[config.mk]
export PLATFORM = sky130hd
export DESIGN_NAME = smbsg_top
export DESIGN_NICKNAME = d
export VERILOG_FILES = /design/src/common/smbsg_pkg.sv /design/src/hw/smbsg_top.sv
export SDC_FILE = /design/constraint.sdc
export NUM_CORES = 1
export LEC_CHECK = 0
export BUFFER_PORTS_ARGS = -buffer_cell sky130_fd_sc_hd__buf_4
export CORE_MARGIN = 2
export CORE_UTILIZATION = 55
export CTS_CLUSTER_DIAMETER = 80
export DETAILED_ROUTE_END_ITERATION = 6
export GPL_TIMING_DRIVEN = 0
export PLACE_DENSITY = 0.76
export SYNTH_ARGS = -nofsm -noshare
export SYNTH_HDL_FRONTEND = slang
export SYNTH_SLANG_ARGS = --single-unit
[constraint.sdc]
create_clock -name i_core_clk -period 4.8 [get_ports i_core_clk]
set_input_delay 0.24 -clock i_core_clk [delete_from_list [all_inputs] [get_ports i_core_clk]]
set_output_delay 0.24 -clock i_core_clk [all_outputs]
set_load 0.03 [all_outputs]
[src/common/smbsg_pkg.sv]
// Notes on behaviour
// - primary joins at most one of three segments
// - select 00 none, 01 segment 1, 10 segment 2
// - select pin bit 1; 11 joins segment 3
// - pins 14/15 can carry segment 3
// - power-good low cuts every segment off
// - power-good low floats pins 8 to 19
// - pins 16-19 input, output or segment lines
// - pins 0-7 input, output, flash or address
// - pins 0-7 push-pull, open-drain or open-collector
// - pin 2 can pull the alert low
// - pin 0 can carry the event output
// - pins 8-15 input or output, inputs may raise interrupts
// - per pin rising or falling edge trigger
// - each event routes to event or alert
// - eight flash outputs, 10% or 50% duty
// - cascade address taken from address pins
// - ten scratchpad bytes, write and read back
// - flash timing from the 32 kHz input
// - primary bus keeps standard SMBus behaviour
`default_nettype none
package smbsg_pkg;
	// pin vector
	localparam int GPIO_N = 20;
	localparam int SYNC_N = 24;
	localparam int SY_UPCLK = 20;
	localparam int SY_UPDAT = 21;
	localparam int SY_HOST_POWER_GOOD = 22;
	localparam int SY_CLK32 = 23;
	// pin roles
	localparam int P_EVT = 0;
	localparam int P_ALERT = 2;
	localparam int P_SEL0 = 12;
	localparam int P_SEL1 = 13;
	localparam int P_S3DAT = 14;
	localparam int P_S3CLK = 15;
	localparam int P_S1CLK = 16;
	localparam int P_S1DAT = 17;
	localparam int P_S2CLK = 18;
	localparam int P_S2DAT = 19;
	localparam int P_GATED = 8;
	localparam int EV_LO = 8;
	localparam int LO_N = 8;
	// register byte offsets
	localparam int ADDR_W = 8;
	localparam logic [7:0] OFS_DIR = 8'h00;
	localparam logic [7:0] OFS_OUT = 8'h04;
	localparam logic [7:0] OFS_IN = 8'h08;
	localparam logic [7:0] OFS_FUNC = 8'h0C;
	localparam logic [7:0] OFS_ALT = 8'h10;
	localparam logic [7:0] OFS_DRV = 8'h14;
	localparam logic [7:0] OFS_EVC = 8'h18;
	localparam logic [7:0] OFS_STAT = 8'h1C;
	localparam logic [7:0] OFS_LED = 8'h20;
	localparam logic [7:0] OFS_STS = 8'h24;
	localparam logic [7:0] OFS_SCR = 8'h40;
	localparam int SCR_N = 10;
	// function register fields
	localparam int FB_EVT = 0;
	localparam int FB_ALERT = 1;
	localparam int FB_SEG1 = 2;
	localparam int FB_SEG2 = 3;
	localparam int FB_SEG3 = 4;
	localparam int FB_SELPIN = 5;
	localparam int FB_SELSW = 6;
	localparam logic [7:0] FUNC_RST = 8'h20;
	// drive styles
	localparam logic [1:0] DRV_PP = 2'h0;
	localparam logic [1:0] DRV_OD = 2'h1;
	localparam logic [1:0] DRV_OC = 2'h2;
	// segment select codes
	localparam logic [1:0] SEL_NONE = 2'h0;
	localparam logic [1:0] SEL_SEG1 = 2'h1;
	localparam logic [1:0] SEL_SEG2 = 2'h2;
	localparam logic [1:0] SEL_SEG3 = 2'h3;
	// timing
	localparam logic [3:0] HOLD_CYC = 4'h4;
	localparam logic [15:0] LED_DIV_RST = 16'h4000;
	localparam int DUTY50_DIV = 2;
	localparam int DUTY10_DIV = 10;
	// data line ownership
	typedef enum logic [1:0] {
		OWN_IDLE = 2'b00,
		OWN_UP   = 2'b01,
		OWN_DN   = 2'b10,
		OWN_HOLD = 2'b11
	} smbsg_own_t;
endpackage
`default_nettype wire

[src/hw/smbsg_top.sv]
// The placing of the registers and the APB register port were left to the implementer.
`default_nettype none
module smbsg_top
	import smbsg_pkg::*;
(
	// clock and reset
	input  wire logic              i_core_clk,
	input  wire logic              i_rst_n,
	// apb slave
	input  wire logic              i_psel,
	input  wire logic              i_penable,
	input  wire logic              i_pwrite,
	input  wire logic [ADDR_W-1:0] i_paddr,
	input  wire logic [31:0]       i_pwdata,
	output logic                   o_pready,
	output logic                   o_pslverr,
	output logic [31:0]            o_prdata,
	// primary bus and system inputs
	input  wire logic              i_upstream_bus_clock,
	input  wire logic              i_upstream_bus_data,
	output logic                   o_upstream_bus_data,
	output logic                   o_upstream_bus_data_oe,
	input  wire logic              i_host_power_good,
	input  wire logic              i_clk_32k,
	// general pins
	input  wire logic [GPIO_N-1:0] i_gpio,
	output logic [GPIO_N-1:0]      o_gpio,
	output logic [GPIO_N-1:0]      o_gpio_oe
);

	// whole state of the block
	typedef struct packed {
		logic [SYNC_N-1:0] s1;      // first sync stage
		logic [SYNC_N-1:0] s2;      // second sync stage
		logic [SYNC_N-1:0] s3;      // third sync stage
		logic [SYNC_N-1:0] stb;     // agreed input levels
		logic [GPIO_N-1:0] dir;     // 1 = output
		logic [GPIO_N-1:0] dout;    // output values
		logic [7:0]        func;    // alternate functions
		logic [LO_N-1:0]   alfen;   // flash enables
		logic [LO_N-1:0]   iden;    // address input enables
		logic [15:0]       drv;     // drive style per low pin
		logic [7:0]        erise;   // 1 = rising edge
		logic [7:0]        irqen;   // event enables
		logic [7:0]        route;   // 1 = alert, 0 = event
		logic [7:0]        stat;    // sticky events
		logic [15:0]       ldiv;    // flash period in ticks
		logic [15:0]       lcnt;    // flash phase
		logic [LO_N-1:0]   duty50;  // 1 = half duty
		logic [LO_N-1:0]   led;     // flash levels
		logic [LO_N-1:0]   id;      // cascade address
		logic [SCR_N-1:0][7:0] scr; // scratchpad
		smbsg_own_t        own;     // data line owner
		logic [3:0]        hold;    // release hold-off
		logic [GPIO_N-1:0] pout;    // pin values
		logic [GPIO_N-1:0] poe;     // pin enables
		logic              up_oe;   // primary data pull
		logic              pready;  // apb ready
		logic              pslverr; // apb error
		logic [31:0]       prdata;  // apb read data
	} smbsg_state_t;

	smbsg_state_t st_r;   // registered state
	smbsg_state_t st_nxt; // next state

	// scratch address check
	function automatic logic is_scr(input logic [ADDR_W-1:0] a);
		is_scr = (a >= OFS_SCR) && (a < OFS_SCR + 8'(4 * SCR_N)) && (a[1:0] == 2'h0);
	endfunction

	// scratch byte index
	function automatic logic [3:0] scr_idx(input logic [ADDR_W-1:0] a);
		logic [ADDR_W-1:0] d;
		d = a - OFS_SCR;
		scr_idx = d[5:2];
	endfunction

	// mapped address check
	function automatic logic is_map(input logic [ADDR_W-1:0] a);
		unique case (a)
			OFS_DIR, OFS_OUT, OFS_IN, OFS_FUNC, OFS_ALT, OFS_DRV,
			OFS_EVC, OFS_STAT, OFS_LED, OFS_STS: is_map = 1'b1;
			default: is_map = is_scr(a);
		endcase
	endfunction

	// locals of the next-state process
	logic              wr;      // write strobe
	logic              setup;   // setup phase
	logic [7:0]        clr;     // status clear mask
	logic [7:0]        hit;     // edges this cycle
	logic              pg;      // host power good
	logic              tick;    // 32 kHz rising edge
	logic [15:0]       thr;     // flash threshold
	logic [1:0]        sel;     // segment choice
	logic              conn;    // a segment is joined
	logic              upd;     // primary data level
	logic              dnd;     // segment data level
	logic [4:0]        dpin;    // segment data pin
	logic [4:0]        cpin;    // segment clock pin
	logic [31:0]       rd;      // read value
	logic              lvl;     // pin value scratch
	int                p;       // pin index

	// next state
	always_comb begin
		st_nxt = st_r;
		wr = i_psel & i_penable & st_r.pready & i_pwrite;
		setup = i_psel & ~i_penable;
		clr = 8'h00;
		hit = 8'h00;
		rd = 32'h0000_0000;
		lvl = 1'b0;
		p = 0;
		// three stage sync, change once stages agree
		st_nxt.s1 = {i_clk_32k, i_host_power_good, i_upstream_bus_data,
			i_upstream_bus_clock, i_gpio};
		st_nxt.s2 = st_r.s1;
		st_nxt.s3 = st_r.s2;
		for (int b = 0; b < SYNC_N; b++) begin
			if (st_r.s2[b] == st_r.s3[b]) begin
				st_nxt.stb[b] = st_r.s3[b];
			end
		end
		pg = st_r.stb[SY_HOST_POWER_GOOD];
		// register writes
		if (wr) begin
			unique case (i_paddr)
				OFS_DIR: st_nxt.dir = i_pwdata[GPIO_N-1:0];
				OFS_OUT: st_nxt.dout = i_pwdata[GPIO_N-1:0];
				OFS_FUNC: st_nxt.func = i_pwdata[7:0];
				OFS_ALT: begin
					st_nxt.alfen = i_pwdata[7:0];
					st_nxt.iden = i_pwdata[15:8];
				end
				OFS_DRV: st_nxt.drv = i_pwdata[15:0];
				OFS_EVC: begin
					st_nxt.erise = i_pwdata[7:0];
					st_nxt.irqen = i_pwdata[15:8];
					st_nxt.route = i_pwdata[23:16];
				end
				// ones clear sticky status bits
				OFS_STAT: clr = i_pwdata[7:0];
				// flash period and duty choice
				OFS_LED: begin
					st_nxt.ldiv = i_pwdata[15:0];
					st_nxt.duty50 = i_pwdata[23:16];
				end
				default: begin
					if (is_scr(i_paddr)) begin
						st_nxt.scr[scr_idx(i_paddr)] = i_pwdata[7:0];
					end
				end
			endcase
		end
		// edge events on pins 8..15, set wins over clear
		for (int k = 0; k < 8; k++) begin
			p = EV_LO + k;
			if (st_nxt.stb[p] != st_r.stb[p] && !st_r.dir[p] && st_r.irqen[k]) begin
				hit[k] = (st_nxt.stb[p] == st_r.erise[k]);
			end
		end
		st_nxt.stat = (st_r.stat & ~clr) | hit;
		// flash timing on 32 kHz edges
		tick = st_nxt.stb[SY_CLK32] & ~st_r.stb[SY_CLK32];
		// phase wraps at the programmed period
		if (tick) begin
			if (st_r.lcnt + 16'h0001 >= st_r.ldiv) begin
				st_nxt.lcnt = 16'h0000;
			end else begin
				st_nxt.lcnt = st_r.lcnt + 16'h0001;
			end
		end
		for (int k = 0; k < LO_N; k++) begin
			thr = st_r.duty50[k] ? st_r.ldiv / 16'(DUTY50_DIV) : st_r.ldiv / 16'(DUTY10_DIV);
			st_nxt.led[k] = st_r.lcnt < thr;
			// address pins sampled while enabled as inputs
			if (st_r.iden[k] && !st_r.dir[k]) begin
				st_nxt.id[k] = st_r.stb[k];
			end
		end
		// segment choice
		sel = st_r.func[FB_SELPIN] ? {st_r.stb[P_SEL1], st_r.stb[P_SEL0]}
			: st_r.func[FB_SELSW +: 2];
		dpin = 5'(P_S1DAT);
		cpin = 5'(P_S1CLK);
		conn = 1'b0;
		unique case (sel)
			SEL_SEG1: conn = st_r.func[FB_SEG1];
			SEL_SEG2: begin
				conn = st_r.func[FB_SEG2];
				dpin = 5'(P_S2DAT);
				cpin = 5'(P_S2CLK);
			end
			SEL_SEG3: begin
				conn = st_r.func[FB_SEG3];
				dpin = 5'(P_S3DAT);
				cpin = 5'(P_S3CLK);
			end
			SEL_NONE: conn = 1'b0;
		endcase
		conn = conn & pg;
		upd = st_r.stb[SY_UPDAT];
		dnd = st_r.stb[dpin];
		// data line ownership, first side low leads
		unique case (st_r.own)
			OWN_IDLE: begin
				if (conn && !upd) begin
					st_nxt.own = OWN_UP;
				end else if (conn && !dnd) begin
					st_nxt.own = OWN_DN;
				end
			end
			// primary leads until it lets go
			OWN_UP: begin
				if (upd || !conn) begin
					st_nxt.own = OWN_HOLD;
					st_nxt.hold = HOLD_CYC;
				end
			end
			// segment leads until it lets go
			OWN_DN: begin
				if (dnd || !conn) begin
					st_nxt.own = OWN_HOLD;
					st_nxt.hold = HOLD_CYC;
				end
			end
			OWN_HOLD: begin
				// wait out the sync delay of the released line
				if (st_r.hold == 4'h0) begin
					st_nxt.own = OWN_IDLE;
				end else begin
					st_nxt.hold = st_r.hold - 4'h1;
				end
			end
		endcase
		st_nxt.up_oe = (st_nxt.own == OWN_DN) && conn;
		// pin drivers
		for (int i = 0; i < GPIO_N; i++) begin
			st_nxt.pout[i] = st_r.dout[i];
			st_nxt.poe[i] = st_r.dir[i];
		end
		for (int i = 0; i < LO_N; i++) begin
			// flash level or plain output value
			lvl = st_r.alfen[i] ? st_r.led[i] : st_r.dout[i];
			// low-only styles drive just for a zero
			if (st_r.drv[2*i +: 2] == DRV_OD || st_r.drv[2*i +: 2] == DRV_OC) begin
				st_nxt.pout[i] = 1'b0;
				st_nxt.poe[i] = st_r.dir[i] & ~lvl;
			end else begin
				st_nxt.pout[i] = lvl;
			end
			// address inputs do not drive, except pins 0 and 2 while event or alert output is on
			if (st_r.iden[i]) begin
				st_nxt.poe[i] = 1'b0;
			end
		end
		// event pin high while an event is routed there
		if (st_r.func[FB_EVT]) begin
			st_nxt.pout[P_EVT] = |(st_r.stat & ~st_r.route);
			st_nxt.poe[P_EVT] = 1'b1;
		end
		// alert pin pulled low while an alert is pending
		if (st_r.func[FB_ALERT]) begin
			st_nxt.pout[P_ALERT] = 1'b0;
			st_nxt.poe[P_ALERT] = |(st_r.stat & st_r.route);
		end
		// select pins stay inputs
		if (st_r.func[FB_SELPIN]) begin
			st_nxt.poe[P_SEL0] = 1'b0;
			st_nxt.poe[P_SEL1] = 1'b0;
		end
		// segment pins float unless joined
		if (st_r.func[FB_SEG1]) begin
			st_nxt.poe[P_S1CLK] = 1'b0;
			st_nxt.poe[P_S1DAT] = 1'b0;
		end
		if (st_r.func[FB_SEG2]) begin
			st_nxt.poe[P_S2CLK] = 1'b0;
			st_nxt.poe[P_S2DAT] = 1'b0;
		end
		if (st_r.func[FB_SEG3]) begin
			st_nxt.poe[P_S3CLK] = 1'b0;
			st_nxt.poe[P_S3DAT] = 1'b0;
		end
		// joined segment follows primary clock and data
		if (conn) begin
			st_nxt.pout[cpin] = 1'b0;
			st_nxt.poe[cpin] = ~st_r.stb[SY_UPCLK];
			st_nxt.pout[dpin] = 1'b0;
			st_nxt.poe[dpin] = st_nxt.own == OWN_UP;
		end
		if (!pg) begin
			st_nxt.poe[GPIO_N-1:P_GATED] = '0;
		end
		// read data and answer, no wait state
		unique case (i_paddr)
			OFS_DIR: rd = 32'(st_r.dir);
			OFS_OUT: rd = 32'(st_r.dout);
			OFS_IN: rd = 32'(st_r.stb[GPIO_N-1:0]);
			OFS_FUNC: rd = 32'(st_r.func);
			OFS_ALT: rd = {16'h0000, st_r.iden, st_r.alfen};
			OFS_DRV: rd = 32'(st_r.drv);
			OFS_EVC: rd = {8'h00, st_r.route, st_r.irqen, st_r.erise};
			OFS_STAT: rd = 32'(st_r.stat);
			OFS_LED: rd = {8'h00, st_r.duty50, st_r.ldiv};
			OFS_STS: rd = {16'h0000, st_r.id, 3'h0, conn, st_r.own, sel};
			default: begin
				if (is_scr(i_paddr)) begin
					rd = 32'(st_r.scr[scr_idx(i_paddr)]);
				end
			end
		endcase
		st_nxt.pready = setup;
		st_nxt.pslverr = setup & ~is_map(i_paddr);
		st_nxt.prdata = (setup && !i_pwrite) ? rd : 32'h0000_0000;
		// synchronous reset to defaults
		if (!i_rst_n) begin
			st_nxt = '0;
			// sync stages start high like released pins
			st_nxt.stb = '1;
			st_nxt.s1 = '1;
			st_nxt.s2 = '1;
			st_nxt.s3 = '1;
			st_nxt.func = FUNC_RST;
			st_nxt.ldiv = LED_DIV_RST;
			st_nxt.own = OWN_IDLE;
		end
	end

	// state register
	always_ff @(posedge i_core_clk) begin
		st_r <= st_nxt;
	end

	// outputs straight from state
	assign o_pready = st_r.pready;
	assign o_pslverr = st_r.pslverr;
	assign o_prdata = st_r.prdata;
	assign o_upstream_bus_data = 1'b0;
	assign o_upstream_bus_data_oe = st_r.up_oe;
	assign o_gpio = st_r.pout;
	assign o_gpio_oe = st_r.poe;

endmodule // smbsg_top
`default_nettype wire

==> results of run 1 <==
[logic make-up (layout without fill, tap and decap cells)]
kind of cell | count (synthesis) | in the layout | share of synthesized area
mux | 224 | 224 | 0.108
xor+xnor | 23 | 23 | 0.00884
fa+ha+maj | 131 | 131 | 0.0719
flops | 417 | 417 | 0.366
compound gates | 629 | 629 | 0.180
other cells | 1 | 10 | 0.000164
simple gates | 958 | 958 | 0.203
buf+inv | 294 | 607 | 0.0624
[sequential cells by signal, summed over array words and instances (netlist names)]
name / flops
o_upstream_bus_data_oe: 1
o_pslverr: 1
o_pready: 1
st_r: 349
pg: 1
o_prdata: 24
o_gpio_oe: 20
o_gpio: 20
[path summary, 6_finish.rpt]
check,from,endpoint,slack [ns],depth (start not counted)
worst max-delay path,st_r[216],st_r[172],-0.97,22
worst min-delay path,i_paddr[7],o_pslverr,0.16,3
worst max register to register,st_r[216],st_r[172],-0.97,22
worst min register to register,st_r[419],st_r[395],0.41,1
[routing by layer]
layer	wire [um]	GRT usage	up-vias
met5	13	0	-
met3	9720	0.0887	289
met1	34700	0.512	10900
li1	-	-	10100
met4	4040	0.169	2
met2	38200	0.592	1409
[cells in the final DEF (no fill, tap or decap), types with 11 or more instances in the layout]
| master | count |
|---|---|
| dlygate4sd3_1 | 42 |
| clkbuf_16 | 49 |
| nand3_1 | 43 |
| dfxtp_1 | 404 |
| o22ai_1 | 15 |
| buf_4 | 263 |
| a211oi_1 | 17 |
| mux2i_1 | 197 |
| and2_1 | 11 |
| inv_1 | 35 |
| a21o_1 | 28 |
| nand2_1 | 354 |
| o21ai_1 | 12 |
| nor3b_1 | 16 |
| o21ai_0 | 80 |
| a41oi_1 | 12 |
| a22oi_1 | 67 |
| ha_1 | 130 |
| mux4_2 | 16 |
| a31oi_1 | 25 |
| clkbuf_8 | 11 |
| a21oi_1 | 232 |
| nand4_1 | 23 |
| nor2_1 | 207 |
| xor2_1 | 13 |
| a221oi_1 | 15 |
| nor2b_1 | 43 |
| dfxtp_2 | 11 |
| clkbuf_1 | 148 |
| nand4b_1 | 12 |
| nor3_1 | 28 |
| and3_1 | 18 |
| nand2b_1 | 93 |
[area by class of cell]
class / instances / area (um2)
multi-input combinational: 1974 / 13800
timing repair buffer: 238 / 1920
clock buffer: 63 / 1390
inverter: 41 / 158
tap: 532 / 666
fill: 3248 / 12900
clock inverter: 21 / 289
sequential: 417 / 8370
buffer: 244 / 1260
antenna: 1 / 2.50
[repair_timing]
item / CTS / global route
setup endpoints to repair: 9 / 18
pin swaps: 50 / 44
resized for setup: 110 / 65
hold buffers: 42 / 0
setup buffers: 43 / 32
hold endpoints to repair: 94 / 0
[stage by stage]
step,hold WS (ns),utilization
2_1_floorplan,0.341,-
6_report,0.164,0.683
3_3_place_gp,0.390,0.599
3_5_place_dp,0.395,0.600
5_1_grt,0.187,0.683
4_1_cts,0.140,0.671
[power groups by stage]
stage,Clock (uW),Combinational (uW),Sequential [uW]
floorplan,0,150,3590
global placement,0,288,3590
detailed placement,0,292,3590
CTS,3890,324,3510
global route,4020,350,3510
finish,3880,339,3510
[critical path, cell delays in order (launching register included)]
cell and delay [ns]:
dfxtp_2 0.32, buf_6 0.13, and3b_2 0.24, a22oi_2 0.26
o221ai_4 0.25, or4_4 0.59, a21oi_4 0.27, buf_6 0.15
xnor2_1 0.11, nor2_1 0.09, o211a_4 0.31, or4_4 0.54
a211oi_4 0.38, a2111oi_4 0.07, a311oi_2 0.34, a21o_1 0.18
a21o_4 0.17, mux2i_1 0.08, ha_1 0.24, a211oi_2 0.22
nand3_1 0.13, a2111o_1 0.43, a41oi_2 0.20
==> summary.md, run 1 <==
| Metric | Value |
|---|---|
| Max_cap viols | `0` |
| Most frequent cells after synthesis | `dfxtp_1, nand2_1, a21oi_1` |
| TritonCTS clock tree | `done` |
| Die W | `208 um` |
| Skew-Pair Late Insertion Delay | `0.60 ns` |
| Post-route ant nets | `0` |
| Clock slew at reported path FFs | `around 0.06 ns` |
| Slew Limit Headroom | `0.0943` |
| CTS max path bufs | `3` |
| Largest net degree at the start of global routing | `15` |
| Status | `complete, but fails checks` |
| Starting DRT DRC Count | `2780` |
| Fin cells | `3531` |
| Cell taking the most area after synthesis | `dfxtp_1` |
| Wire per inst | `between 20 and 25 um` |
| Final HPWL DP | `61800 um` |
| Total wire length | `86700 um` |
| Placed Area | `roughly 25000 um2` |
| Area added between synthesis and finish | `22.4%` |
| Share of cells above drive strength 1 | `0.183` |
| Top cells by area, synth | `dfxtp_1, mux2i_1, ha_1` |
| DRC | `0` |
| Clock power share | `0.502` |
| Setup tns final | `-7.23 ns` |
| CTS sink cnt | `417` |
| Setup crit end kind | `register` |
| Final setup margin | `-0.970 ns` |
| Pre-CTS WS | `-1.93 ns` |
| CTS Buf Count | `47` |
| Final min period | `5.77 ns` |
| Max Clk Rate | `0.173 GHz` |
| Pwr Density | `approximately 280 nW/um2` |
| RSZ-0062 raised after global routing | `true` |
| Crit path kind | `reg2reg` |
| Crit Path Max Fanout | `9` |
| Setup violations, final | `8` |
| Total GRT Usage | `0.383` |
| Worst VDD drop | `around 0.31 mV` |
| IO Pins | `145` |
| Register area share after synthesis | `0.366` |
| Initial antenna violation count | `2` |
| Data required time at the worst endpoint | `5.31 ns` |
| Root buffer cell | `clkbuf_16` |
| Core ar. | `40800 um2` |
| Post-synth top area share | `0.366` |
| Top-count cell post-synth | `dfxtp_1` |
| Worst Setup Start Kind | `register` |
| Comb pwr share | `0.044` |
| Post-synth EDFFs | `0` |
| Sequential power share | `0.454` |
| Syn. warnings | `0` |
| Yosys cell types | `100` |
| P_leak | `0.0105 uW` |
| Vias in the first global route | `approximately 21000` |
| Placer Congestion | `between 1 and 1.5` |
| Total Die Area | `43100 um2` |
| Worst-Margin Slew | `1.35 ns` |
| Sw frac | `0.234` |
| Avg Inst Size Synth | `8.52 um2` |
| Post-route design area | `27900 um2` |
| Sw power | `~1800 uW` |
| Die Height | `208 um` |
| Vias/cell | `approximately 6.4` |
| Drt pass-1 iters | `6` |
| CTS H-tree depth | `2` |
| Placed cells | `3338` |
| Failing checks | `negative setup slack` |
| Hold WC Path Type | `in2reg` |
| Buffers on Ports | `between 100 and 150` |
| Register bit count reported by yosys | `417` |
| Cell Area, Synth | `22800 um2` |
| Core Rows | `74` |
| Async set-reset flop share out of synthesis | `0` |
| Final #Nets | `3163` |
| Mapped Cells | `roughly 2700` |
| First-pass GRT wire length | `128000 um` |
| Crit path arrival time | `6.28 ns` |
| Via count | `22700` |
| Grt ovf | `0` |
| Slew Limit Fails | `0` |
| Final Power | `7730 uW` |
| Final worst path period share | `1.20` |
| Initial core utilization | `0.558` |
| Synth Flop Type | `dfxtp_1` |
| Final Hold Vio Count | `0` |
| Setup Skew | `between 0.01 and 0.015 ns` |
| Power Internal | `5920 uW` |
(Power assumes the default switching activity.)
==> inputs of run 2 (changes only) <==
==> constraint.sdc (replaced) <==
create_clock -name i_core_clk -period 5.25 [get_ports i_core_clk]
set_input_delay 0.2625 -clock i_core_clk [delete_from_list [all_inputs] [get_ports i_core_clk]]
set_output_delay 0.2625 -clock i_core_clk [all_outputs]
set_load 0.03 [all_outputs]
==> run 2 against run 1 <==
Against the previous run:
- the run still ends with negative setup slack left
- sequential cell count unchanged
- setup slack better by 0.27 ns
- power down 11%
- core utilization down 1.1 points
- via count down 1.7%
- count of clock-buffer cells in the layout down 11
- clock power down 13%
- critical endpoint unchanged
- largest cell class unchanged
==> summary.md, run 2 (same netlist as run 1, synthesis figures left out) <==
| Metric | Value |
|---|---|
| Drt pass-1 iters | `7 (was 6)` |
| Biggest register | `st_r (unchanged)` |
| Flop2flop setup slack | `-0.70 ns (was -0.97 ns)` |
| Initial antenna violation count | `1 (was 2)` |
| Final #Nets | `3127 (was 3163)` |
| Crit path arrival time | `6.44 ns (was 6.28 ns)` |
| Final worst path period share | `1.13 (was 1.20)` |
| Via count | `22300 (was 22700)` |
| CTS max path bufs | `3 (unchanged)` |
| CTS sink cnt | `417 (unchanged)` |
| P_leak | `0.0103 uW (was 0.0105 uW)` |
| Initial core utilization | `0.558 (unchanged)` |
| Starting DRT DRC Count | `2832 (was 2780)` |
| R2R Path Start | `st_r[216] (unchanged)` |
| Core Rows | `74 (unchanged)` |
| Slew Limit Headroom | `0.0568 (was 0.0943)` |
| Placed Area | `24400 um2 (was 24500 um2)` |
| Die W | `208 um (unchanged)` |
| ANT cells | `0 (was 1)` |
| Setup crit end kind | `register (unchanged)` |
| Delay-heaviest family, CP | `compound AO/OA/AOI/OAI gates (unchanged)` |
| Vias/cell | `6.38 (was 6.42)` |
| Final HPWL DP | `62400 um (was 61800 um)` |
| Final Hold Vio Count | `0 (unchanged)` |
| Root buffer cell | `clkbuf_16 (unchanged)` |
| Crit path kind | `reg2reg (unchanged)` |
| Filler instances | `3290 (was 3248)` |
| Hold WC Path Type | `in2reg (unchanged)` |
| CTS H-tree depth | `2 (unchanged)` |
| Worst Setup Start Kind | `register (unchanged)` |
| Post-route design area | `27500 um2 (was 27900 um2)` |
| Wire per inst | `24.6 um (about the same)` |
| IO Pins | `145 (unchanged)` |
| Total Die Area | `43100 um2 (unchanged)` |
| Grt ovf | `0 (unchanged)` |
| Post-route ant nets | `0 (unchanged)` |
| Setup violations, final | `8 (unchanged)` |
| Area added between synthesis and finish | `20.5% (was 22.4%)` |
| Levels on crit path | `24 (was 22)` |
| Slew Limit Fails | `0 (unchanged)` |
| Critical Path Start | `st_r[216] (unchanged)` |
| Max Clk Rate | `0.168 GHz (was 0.173 GHz)` |
| Most frequent cells in the layout | `dfxtp_1, nand2_1, buf_4 (unchanged)` |
| Share of cells above drive strength 1 | `0.173 (was 0.183)` |
| Crit Path Max Fanout | `10 (was 9)` |
| Largest net degree at the start of global routing | `15 (unchanged)` |
| Max_cap viols | `0 (unchanged)` |
| First-pass GRT wire length | `129000 um (was 128000 um)` |
| Failing checks | `negative setup slack (unchanged)` |
| Worst setup path end | `st_r[172] (unchanged)` |
| Final min period | `5.95 ns (was 5.77 ns)` |
| Core ar. | `40800 um2 (unchanged)` |
| DRC | `0 (unchanged)` |
| RSZ-0062 raised after global routing | `true (unchanged)` |
| Final setup margin | `-0.697 ns (was -0.970 ns)` |
| Crit-path cells | `buf_8 -> and2b_2 -> a22oi_2 -> o221a_1 -> buf_6 -> nand3_4 -> a211oi_4 -> buf_4 -> o31a_1 -> nor2_4 -> o211a_1 -> or3_4 -> buf_6 -> or4_4 -> nand4_1 -> and3b_1 -> nor3_2 -> a21o_4 -> mux2i_1 -> ha_1 -> a211oi_2 -> nand3_1 -> a2111o_1 -> a41oi_2 (was buf_6 -> and3b_2 -> a22oi_2 -> o221ai_4 -> or4_4 -> a21oi_4 -> buf_6 -> xnor2_1 -> nor2_1 -> o211a_4 -> or4_4 -> a211oi_4 -> a2111oi_4 -> a311oi_2 -> a21o_1 -> a21o_4 -> mux2i_1 -> ha_1 -> a211oi_2 -> nand3_1 -> a2111o_1 -> a41oi_2)` |
| Max FFs per register | `349 (unchanged)` |
| Vias in the first global route | `21200 (about the same)` |
| Reg-to-reg endpoint | `st_r[172] (unchanged)` |
| Setup Skew | `0.0217 ns (was 0.0142 ns)` |
| Skew-Pair Late Insertion Delay | `0.59 ns (was 0.60 ns)` |
| Reg2reg path depth | `24 (was 22)` |
| Buffers on Ports | `117 (unchanged)` |
| WP buf/inv | `4 (was 2)` |
| CTS Buf Count | `44 (was 47)` |
| Pwr Density | `251 nW/um2 (was 277 nW/um2)` |
| TritonCTS clock tree | `done (unchanged)` |
| Setup tns final | `-4.35 ns (was -7.23 ns)` |
| Total wire length | `85800 um (was 86700 um)` |
| Worst VDD drop | `0.327 mV (was 0.306 mV)` |
| Placer Congestion | `1.04 (was 1.02)` |
| Data required time at the worst endpoint | `5.74 ns (was 5.31 ns)` |
| Clock slew at reported path FFs | `0.06 ns (about the same)` |
| CP max-delay cell | `a2111o_1 (was or4_4)` |
| Status | `complete, but fails checks (unchanged)` |
| Slowest cell delay on critical path | `0.50 ns (was 0.59 ns)` |
| Total GRT Usage | `0.388 (was 0.383)` |
| Worst-Margin Slew | `1.41 ns (was 1.35 ns)` |
| Cell mode on critical path | `buf_6` |
| Die Height | `208 um (unchanged)` |
| Most common cell after layout, fill and taps aside | `dfxtp_1 (unchanged)` |
-- run 2: worst min-delay path by stage --
stage,startpoint,end,slack [ns],cells past startpoint
CTS,i_pwdata[9],st_r[318],0.001,3
global route,i_pwdata[13],st_r[238],0.009,3
floorplan,i_gpio[0],st_r[401],0.36,1
finish,i_pwdata[13],st_r[238],0.02,3
global placement,st_r[417],st_r[393],0.39,1
detailed placement,st_r[423],st_r[399],0.39,1
-- run 2: routing by layer --
| metal | track usage | wire length, um |
|---|---|---|
| met1 | 0.536 | 35300 |
| met3 | 0.0834 | 9540 |
| met4 | 0.150 | 3650 |
| met2 | 0.591 | 37200 |
| met5 | 0 | 39 |
-- run 2: final cells by class --
class,instances,area (um2),area share
multi-input combinational,1975,13800,0.504
buffer,248,1280,0.0467
sequential,417,8370,0.305
timing repair buffer,200,1600,0.0581
clock inverter,28,399,0.0145
clock buffer,52,1160,0.0423
tap,532,666,0.0242
inverter,41,161,0.00588
-- run 2: per-stage QoR --
step	utilization	instances	total power [uW]	setup slack, ns	hold slack [ns]
2_1_floorplan	-	2685	3410	0.0148	0.364
3_3_place_gp	0.597	3334	3550	-1.68	0.390
3_5_place_dp	0.598	3338	3550	-1.67	0.392
4_1_cts	0.668	3485	6900	-0.438	0.00129
5_1_grt	0.673	3493	7050	-0.852	0.00851
6_report	0.673	3493	6900	-0.697	0.0154
-- run 2: tightest hold or removal path, delay by kind of cell --
kind                   cells  cell delay (ns)
AOI/OAI and AO/OA          1             0.05
buffers and inverters      1             0.17
and+or+nand+nor            1             0.07
-- run 2: timing repair --
item | in CTS | in global routing
endpoints found under the setup margin | 8 | 8
cloned | 1 | 0
endpoints found under the hold margin | 65 | 0
buffers inserted | 34 | 8
gates resized for setup | 148 | 27
pin swaps | 49 | 27
hold buffers | 37 | 0
-- run 2: power by group --
| part | leakage, uW | switching [uW] | total, uW | internal (uW) |
|---|---|---|---|---|
| Sequential | 0.00338 | 17.0 | 3210 | 3190 |
| Clock | 0.000753 | 1390 | 3380 | 2000 |
| Combinational | 0.00618 | 209 | 310 | 101 |
